===== src/phy_ext_pkg.sv =====
package phy_ext_pkg;

  // ****************************************************************
  // Register offsets
  // ****************************************************************
  localparam logic [4:0] TEN_OPS_ADDR = 5'h12;
  localparam logic [4:0] EXT_CTRL_ADDR = 5'h13;

  // ****************************************************************
  // Ten-base operations field positions and reset value
  // ****************************************************************
  localparam int RJAB_BIT = 15;
  localparam int POL_BIT = 14;
  localparam int JAB_INH_BIT = 5;
  localparam int RSV4_BIT = 4;
  localparam int APOL_INH_BIT = 3;
  localparam int SQE_INH_BIT = 2;
  localparam int LINK_INH_BIT = 1;
  localparam int SQL_INH_BIT = 0;
  localparam logic [15:0] TEN_OPS_RESET = 16'h0010;
  localparam logic [15:0] TEN_OPS_WMASK = 16'h3fff;

  // ****************************************************************
  // Extended control field positions and reset value
  // ****************************************************************
  localparam int NODE_REP_BIT = 15;
  localparam int HWSW_BIT = 14;
  localparam int RFAULT_BIT = 13;
  localparam int TRI_BIT = 7;
  localparam int APD_BIT = 0;
  localparam logic [15:0] EXT_CTRL_RESET = 16'h0001;
  localparam logic [15:0] EXT_CTRL_WMASK = 16'h1bff;

  // ****************************************************************
  // Timing
  // ****************************************************************
  localparam int CLK_MHZ = 250;
  localparam int SQE_PULSE_NS = 1000;
  localparam int SQE_PULSE_CYC = (SQE_PULSE_NS * CLK_MHZ) / 1000;

  // ****************************************************************
  // Grouped carriers
  // ****************************************************************
  typedef struct packed {
    logic [4:0] addr;
    logic wr;
    logic rd;
    logic [15:0] wdata;
  } mgmt_req_t;

  typedef struct packed {
    logic tx_active;
    logic rx_active;
    logic rx_pol_swapped;
    logic rx_valid_data;
    logic rx_idle;
    logic rx_link_pulse;
    logic rx_jabber;
    logic partner_fault;
    logic full_duplex;
    logic ten_mode;
  } line_stat_t;

  typedef struct packed {
    logic jabber_check_en;
    logic rx_pol_correct;
    logic link_pass;
    logic carrier_sense;
    logic collision;
    logic tx_tristate;
    logic tx100_power_down;
  } line_ctrl_t;

  typedef enum logic [1:0] {
    LNK_FAIL,
    LNK_WAIT_IDLE,
    LNK_PASS
  } link_state_t;

endpackage


===== src/phy_10base_ops_ext_ctrl_regs.sv =====
`timescale 1ns/10ps
`default_nettype none

module phy_10base_ops_ext_ctrl_regs
  import phy_ext_pkg::*;
#(
  parameter int SQE_CYC = SQE_PULSE_CYC
) (
  input wire logic core_clk, // 250 MHz core clock
  input wire logic sys_rst, // Synchronous active high reset
  input wire phy_ext_pkg::mgmt_req_t mgmt_req, // Management access request
  output logic [15:0] mgmt_rdata, // Read data, registered
  input wire phy_ext_pkg::line_stat_t line_stat, // Line status from datapath
  input wire logic node_repeater_select, // Configuration pin, async
  input wire logic sw_mode_pin, // Hardware/software mode pin, async
  input wire logic pair_transmit_pos_in, // Transmit positive from encoder
  input wire logic pair_transmit_neg_in, // Transmit negative from encoder
  output logic pair_transmit_pos, // Transmit positive pin level
  output logic pair_transmit_neg, // Transmit negative pin level
  output logic pair_transmit_oe_n, // Transmit pins enable, low drives
  output phy_ext_pkg::line_ctrl_t line_ctrl // Controls to datapath
);
  import phy_ext_pkg::*;

  // ****************************************************************
  // Pin synchronisers
  // ****************************************************************
  logic [1:0] node_sync_r;
  logic [1:0] swm_sync_r;
  logic [9:0] stat_s1_r;
  line_stat_t stat_r;

  always_ff @(posedge core_clk) begin
    node_sync_r <= {node_sync_r[0], node_repeater_select};
    swm_sync_r <= {swm_sync_r[0], sw_mode_pin};
    stat_s1_r <= line_stat;
    stat_r <= stat_s1_r;
  end

  // ****************************************************************
  // Strap capture after reset release
  // ****************************************************************
  logic rst_d_r;
  logic [1:0] strap_cnt_r;
  logic repeater_r;
  logic sw_mode_r;

  always_ff @(posedge core_clk) begin
    if (sys_rst) begin
      rst_d_r <= 1'b1;
      strap_cnt_r <= 2'h0;
    end else begin
      rst_d_r <= 1'b0;
      if (strap_cnt_r != 2'h3) begin
        strap_cnt_r <= strap_cnt_r + 2'h1;
      end
    end
  end

  always_ff @(posedge core_clk) begin
    if (sys_rst) begin
      repeater_r <= 1'b0;
      sw_mode_r <= 1'b1;
    end else if (strap_cnt_r == 2'h2) begin
      repeater_r <= node_sync_r[1];
      sw_mode_r <= swm_sync_r[1];
    end
  end

  // ****************************************************************
  // Register storage
  // ****************************************************************
  logic [15:0] ten_ops_r;
  logic [15:0] ext_ctrl_r;
  logic pol_latch_r;
  logic rjab_latch_r;
  wire logic wr_ten = mgmt_req.wr && (mgmt_req.addr == TEN_OPS_ADDR);
  wire logic wr_ext = mgmt_req.wr && (mgmt_req.addr == EXT_CTRL_ADDR);
  wire logic rd_ten = mgmt_req.rd && (mgmt_req.addr == TEN_OPS_ADDR);

  always_ff @(posedge core_clk) begin
    if (sys_rst) begin
      ten_ops_r <= TEN_OPS_RESET;
    end else if (wr_ten) begin
      // Reserved bits are stored as written; manager keeps defaults
      ten_ops_r <= mgmt_req.wdata & TEN_OPS_WMASK;
    end
  end

  always_ff @(posedge core_clk) begin
    if (sys_rst) begin
      ext_ctrl_r <= EXT_CTRL_RESET;
    end else if (wr_ext) begin
      ext_ctrl_r <= mgmt_req.wdata & EXT_CTRL_WMASK;
    end
  end

  // Latching-high status bits; a new event wins over the read clear
  always_ff @(posedge core_clk) begin
    if (sys_rst) begin
      pol_latch_r <= 1'b0;
      rjab_latch_r <= 1'b0;
    end else begin
      if (stat_r.rx_pol_swapped) begin
        pol_latch_r <= 1'b1;
      end else if (rd_ten) begin
        pol_latch_r <= 1'b0;
      end
      if (stat_r.rx_jabber) begin
        rjab_latch_r <= 1'b1;
      end else if (rd_ten) begin
        rjab_latch_r <= 1'b0;
      end
    end
  end

  // ****************************************************************
  // Read path
  // ****************************************************************
  logic [15:0] ten_view;
  logic [15:0] ext_view;

  always_comb begin
    ten_view = ten_ops_r;
    ten_view[RJAB_BIT] = rjab_latch_r;
    ten_view[POL_BIT] = pol_latch_r | stat_r.rx_pol_swapped;
    ext_view = ext_ctrl_r;
    ext_view[NODE_REP_BIT] = repeater_r;
    ext_view[HWSW_BIT] = sw_mode_r;
    ext_view[RFAULT_BIT] = stat_r.partner_fault;
  end

  always_ff @(posedge core_clk) begin
    if (sys_rst) begin
      mgmt_rdata <= 16'h0000;
    end else if (mgmt_req.rd) begin
      unique case (mgmt_req.addr)
        TEN_OPS_ADDR: mgmt_rdata <= ten_view;
        EXT_CTRL_ADDR: mgmt_rdata <= ext_view;
        default: mgmt_rdata <= 16'h0000;
      endcase
    end
  end

  // ****************************************************************
  // SQE test pulse
  // ****************************************************************
  logic tx_d_r;
  logic [15:0] sqe_cnt_r;
  logic sqe_allow;

  // Node mode in ten_mode leaves SQE on unless inhibited or in full duplex
  assign sqe_allow = !ten_ops_r[SQE_INH_BIT]
    && !stat_r.full_duplex && !repeater_r;

  always_ff @(posedge core_clk) begin
    if (sys_rst) begin
      tx_d_r <= 1'b0;
      sqe_cnt_r <= 16'h0000;
    end else begin
      tx_d_r <= stat_r.tx_active;
      if (tx_d_r && !stat_r.tx_active && sqe_allow && stat_r.ten_mode) begin
        sqe_cnt_r <= 16'(SQE_CYC);
      end else if (sqe_cnt_r != 16'h0000) begin
        sqe_cnt_r <= sqe_cnt_r - 16'h0001;
      end
    end
  end

  // ****************************************************************
  // Link integrity
  // ****************************************************************
  link_state_t link_st_r;

  always_ff @(posedge core_clk) begin
    if (sys_rst) begin
      link_st_r <= LNK_FAIL;
    end else if (ten_ops_r[LINK_INH_BIT]) begin
      link_st_r <= LNK_PASS;
    end else begin
      unique case (link_st_r)
        LNK_FAIL: begin
          if (stat_r.rx_valid_data) begin
            link_st_r <= ten_ops_r[SQL_INH_BIT] ? LNK_WAIT_IDLE : LNK_PASS;
          end
        end
        LNK_WAIT_IDLE: begin
          if (stat_r.rx_idle) begin
            link_st_r <= LNK_PASS;
          end
        end
        LNK_PASS: begin
          if (!stat_r.rx_link_pulse && !stat_r.rx_valid_data) begin
            link_st_r <= LNK_FAIL;
          end
        end
      endcase
    end
  end

  // ****************************************************************
  // Line controls
  // ****************************************************************
  wire logic tri_on = ext_ctrl_r[TRI_BIT];

  always_ff @(posedge core_clk) begin
    if (sys_rst) begin
      line_ctrl <= '0;
      pair_transmit_pos <= 1'b0;
      pair_transmit_neg <= 1'b0;
      pair_transmit_oe_n <= 1'b1;
    end else begin
      line_ctrl.jabber_check_en <= !ten_ops_r[JAB_INH_BIT];
      // Correction applies at either speed; reception continues anyway
      line_ctrl.rx_pol_correct <= !ten_ops_r[APOL_INH_BIT];
      line_ctrl.link_pass <= (link_st_r == LNK_PASS);
      line_ctrl.carrier_sense <= repeater_r ? stat_r.rx_active
        : (stat_r.tx_active | stat_r.rx_active);
      line_ctrl.collision <= (sqe_cnt_r != 16'h0000);
      line_ctrl.tx_tristate <= tri_on;
      line_ctrl.tx100_power_down <= ext_ctrl_r[APD_BIT] && stat_r.ten_mode;
      pair_transmit_pos <= pair_transmit_pos_in;
      pair_transmit_neg <= pair_transmit_neg_in;
      pair_transmit_oe_n <= tri_on;
    end
  end

endmodule

`default_nettype wire


===== config.mk =====
export PLATFORM = sky130hd
export DESIGN_NAME = phy_10base_ops_ext_ctrl_regs
export DESIGN_NICKNAME = d
export VERILOG_FILES = /design/src/phy_ext_pkg.sv /design/src/phy_10base_ops_ext_ctrl_regs.sv
export SDC_FILE = /design/constraint.sdc
export NUM_CORES = 1
export LEC_CHECK = 0
export BUFFER_PORTS_ARGS = -buffer_cell sky130_fd_sc_hd__buf_2
export CAP_MARGIN = 20
export CORE_UTILIZATION = 55
export DETAILED_ROUTE_END_ITERATION = 8
export PLACE_DENSITY = 0.79
export SKIP_LAST_GASP = 1
export SYNTH_ARGS = -nofsm -noshare
export SYNTH_HDL_FRONTEND = slang
export SYNTH_SLANG_ARGS = --single-unit

===== constraint.sdc =====
create_clock -name core_clk -period 2.76 [get_ports core_clk]
set_input_delay 0.414 -clock core_clk [delete_from_list [all_inputs] [get_ports core_clk]]
set_output_delay 0.414 -clock core_clk [all_outputs]
set_load 0.05 [all_outputs]

==> flow_summary.ini <==
[logic_synthesis]
ys_seq_area_share_pct = 54.4
syn_area_um2 = 3720
synth_edf_count = 0
synth_flop_cell = dfxtp_1
ys_types = 46
netlist.area_leader.share_pct = 54.4
yosys_warnings = 0
yosys-top-cells-count = 101 x dfxtp_1, 55 x nor2_1, 30 x mux2i_1
synth_top_area_cell = dfxtp_1
ys_ff_latch = 101
syn_avg_cell_area_um2 = 10.2
synthCells = 366
synth.most_common_cell = dfxtp_1
async_flop_share_pct = 0
synthTopCellsByArea = dfxtp_1 54%, mux2i_1 8.1%, nor2_1 5.6%
syn_nets = 411

[clock_tree]
numCtsBuffers = 9
cts_sinks = 101
clock_latency_ps = 360
cts_resized = 0
root_buffer = clkbuf_8
cts_buffer_depth = 2
cts-hold-fix-buffers = 0
post_cts_buffers = 0
htreeDepth = 3
cts_tree = built
clk_pin_slew_ps = 100

[critical_path]
start_kind = register
worst_setup_path_end_kind = register
cp_data_required_time_ps = 3060
crit_arrival_ps = 2500
slowest_delay_ps = 530
reg2reg_from = sqe_cnt_r[0]
startpoint = sqe_cnt_r[0]
crit_path_max_fanout = 6
worstSetupPathType = reg2reg
cp_slowest_cell = or3b_2
worstPathCellList = inv_1, ha_1, or3b_2, nor4_4, mux2_4, a21oi_2

[global_routing]
overflow = 0
grt_pass1_vias = 2638
antenna_found_initial = 0
grt_max_degree = 55
grt_first_pass_wirelength_um = 11700
gr-usage-all-layers_pct = 20.9

[layout]
num-fill-cells = 508
n_antenna_cell = 0
nets = 473
drive_gt1_share_pct = 24.7
post-route-util_pct = 66.8
area_growth_pct = 15.4

[sta]
finalClockSkew_ps = 8.84
rsz0062_at_grt = false
slew_violations = 0
finalSetupViolations = 0
fin_crit_sh_pct = 79.8
tightest_slew_ps = 643
finalHoldViolations = 0
slew_headroom_pct = 57.2
max_freq_ghz = 0.454
setup-tns-final_ps = 0
period_needed_ps = 2200

[floorplanning]
die-area_um2 = 7090
die_h_um = 84.2
die_x_um = 84.2
pin_count = 65
initial_core_util_pct = 57.9
core_um2 = 6420
core.rowCount = 29

[detailed_routing]
drc = 12
drt-total-wl_um = 7010
drtAntennaViolNets = 0
routedWlPerCell_um = 13.7
drtIter0Drc = 87
viasPerCell = 5.38
routed-via-count = 2746
dr.pass1.iters = 6

[placed_design]
port_buffers = 62
dp_hpwl_um = 4900
gp_congestion = 0.819

[status]
status = finished with violations
violations = DRC

[power]
finalPower_mw = 3.71
leakage_nw = 2.01
power_density_nw_per_um2 = 866
ir_drop_mv = 0.692

[hold_path]
hold_path.class = in2reg
hold_path.startpoint = sw_mode_pin

[flow_run]
cap_violations = 0
[through the flow]
stage / cell area, µm² / hold WS (ps) / worst slack (ps) / std cells
2_1_floorplan: 3720 / 310 / 772 / 366
3_3_place_gp: 4090 / 311 / 636 / 494
3_5_place_dp: 4090 / 312 / 583 / 494
4_1_cts: 4290 / 119 / 556 / 510
5_1_grt: 4290 / 109 / 437 / 510
6_report: 4290 / 142 / 556 / 510
[kinds of logic after synthesis]
logic type               Yosys count  share of synthesized area, %
AND/OR/NAND/NOR                  128                          18.4
AO/OA/AOI/OAI                     53                          8.62
buffers and inverters             30                          3.10
XOR/XNOR                           3                         0.707
flip-flops                       101                          54.4
adder cells (fa/ha/maj)            6                          2.02
multiplexers                      45                          12.7
[layout by cell type, fill, tap and decap left out, types with 3 or more instances in the layout]
| cell | Yosys | layout |
|---|---|---|
| nor2_1 | 55 | 55 |
| inv_1 | 15 | 15 |
| nor3_1 | 5 | 5 |
| nand2_1 | 10 | 10 |
| clkbuf_8 | 0 | 9 |
| a21oi_1 | 27 | 27 |
| nand3_1 | 3 | 3 |
| nand3b_1 | 4 | 4 |
| nor4_1 | 3 | 3 |
| mux2_2 | 13 | 13 |
| inv_8 | 0 | 4 |
| buf_2 | 2 | 62 |
| or4_1 | 6 | 6 |
| nand4_1 | 3 | 3 |
| o31ai_1 | 6 | 6 |
| ha_1 | 6 | 6 |
| o21ai_0 | 6 | 6 |
| nor2b_1 | 21 | 21 |
| dfxtp_1 | 101 | 101 |
| a31oi_1 | 6 | 6 |
| mux2i_1 | 30 | 30 |
| buf_4 | 0 | 4 |
[worst max-delay path: cells and delay by family (launching register included)]
family          cells  cell delay, ps
fa+ha+maj           1             230
compound gates      1             120
mux                 1             350
simple gates        2            1010
buf+inv             1              90
flops               1             340
[area by class of cell]
cell class | instances | area (µm²) | area share, %
Inverter | 15 | 56.3 | 1.31
Sequential cell | 101 | 2020 | 47.1
Clock inverter | 7 | 71.3 | 1.66
Tap cell | 77 | 96.3 | 2.25
Timing Repair Buffer | 66 | 340 | 7.93
Multi-Input combinational cell | 235 | 1580 | 36.8
Clock buffer | 9 | 124 | 2.89
[layer usage]
layer  global-route usage [%]  wire, µm  vias to the layer above
met1                     25.0      3110                     1291
met5                        0         0                        -
li1                         -         -                     1387
met4                     7.05        94                        0
met2                     35.7      3450                       60
met3                     6.69       348                        8
[registers in the layout (all words and copies together) (netlist names), 2 cells and up]
| register | cells |
|---|---|
| mgmt_rdata | 16 |
| link_st_r | 2 |
| swm_sync_r | 2 |
| ten_ops_r | 14 |
| stat_r | 9 |
| node_sync_r | 2 |
| stat_s1_r | 10 |
| sqe_cnt_r | 16 |
| strap_cnt_r | 2 |
| ext_ctrl_r | 12 |
| line_ctrl | 7 |
[report_power, final]
| part | leakage (nW) | internal (mW) | total, mW | switching [mW] |
|---|---|---|---|---|
| Clock | 0.102 | 0.361 | 0.907 | 0.546 |
| Combinational | 1.08 | 0.457 | 1.06 | 0.601 |
| Sequential | 0.830 | 1.61 | 1.75 | 0.143 |
| Total | 2.01 | 2.42 | 3.71 | 1.29 |
[path summary, 6_finish.rpt]
check	to	slack, ps	cells past startpoint
worst min register to register	swm_sync_r[1]	340	0
worst max register to register	sqe_cnt_r[1]	560	6
worst min-delay path	swm_sync_r[0]	140	1
worst max-delay path	sqe_cnt_r[1]	560	6
Note: power is estimated with default switching activity, not from simulation.
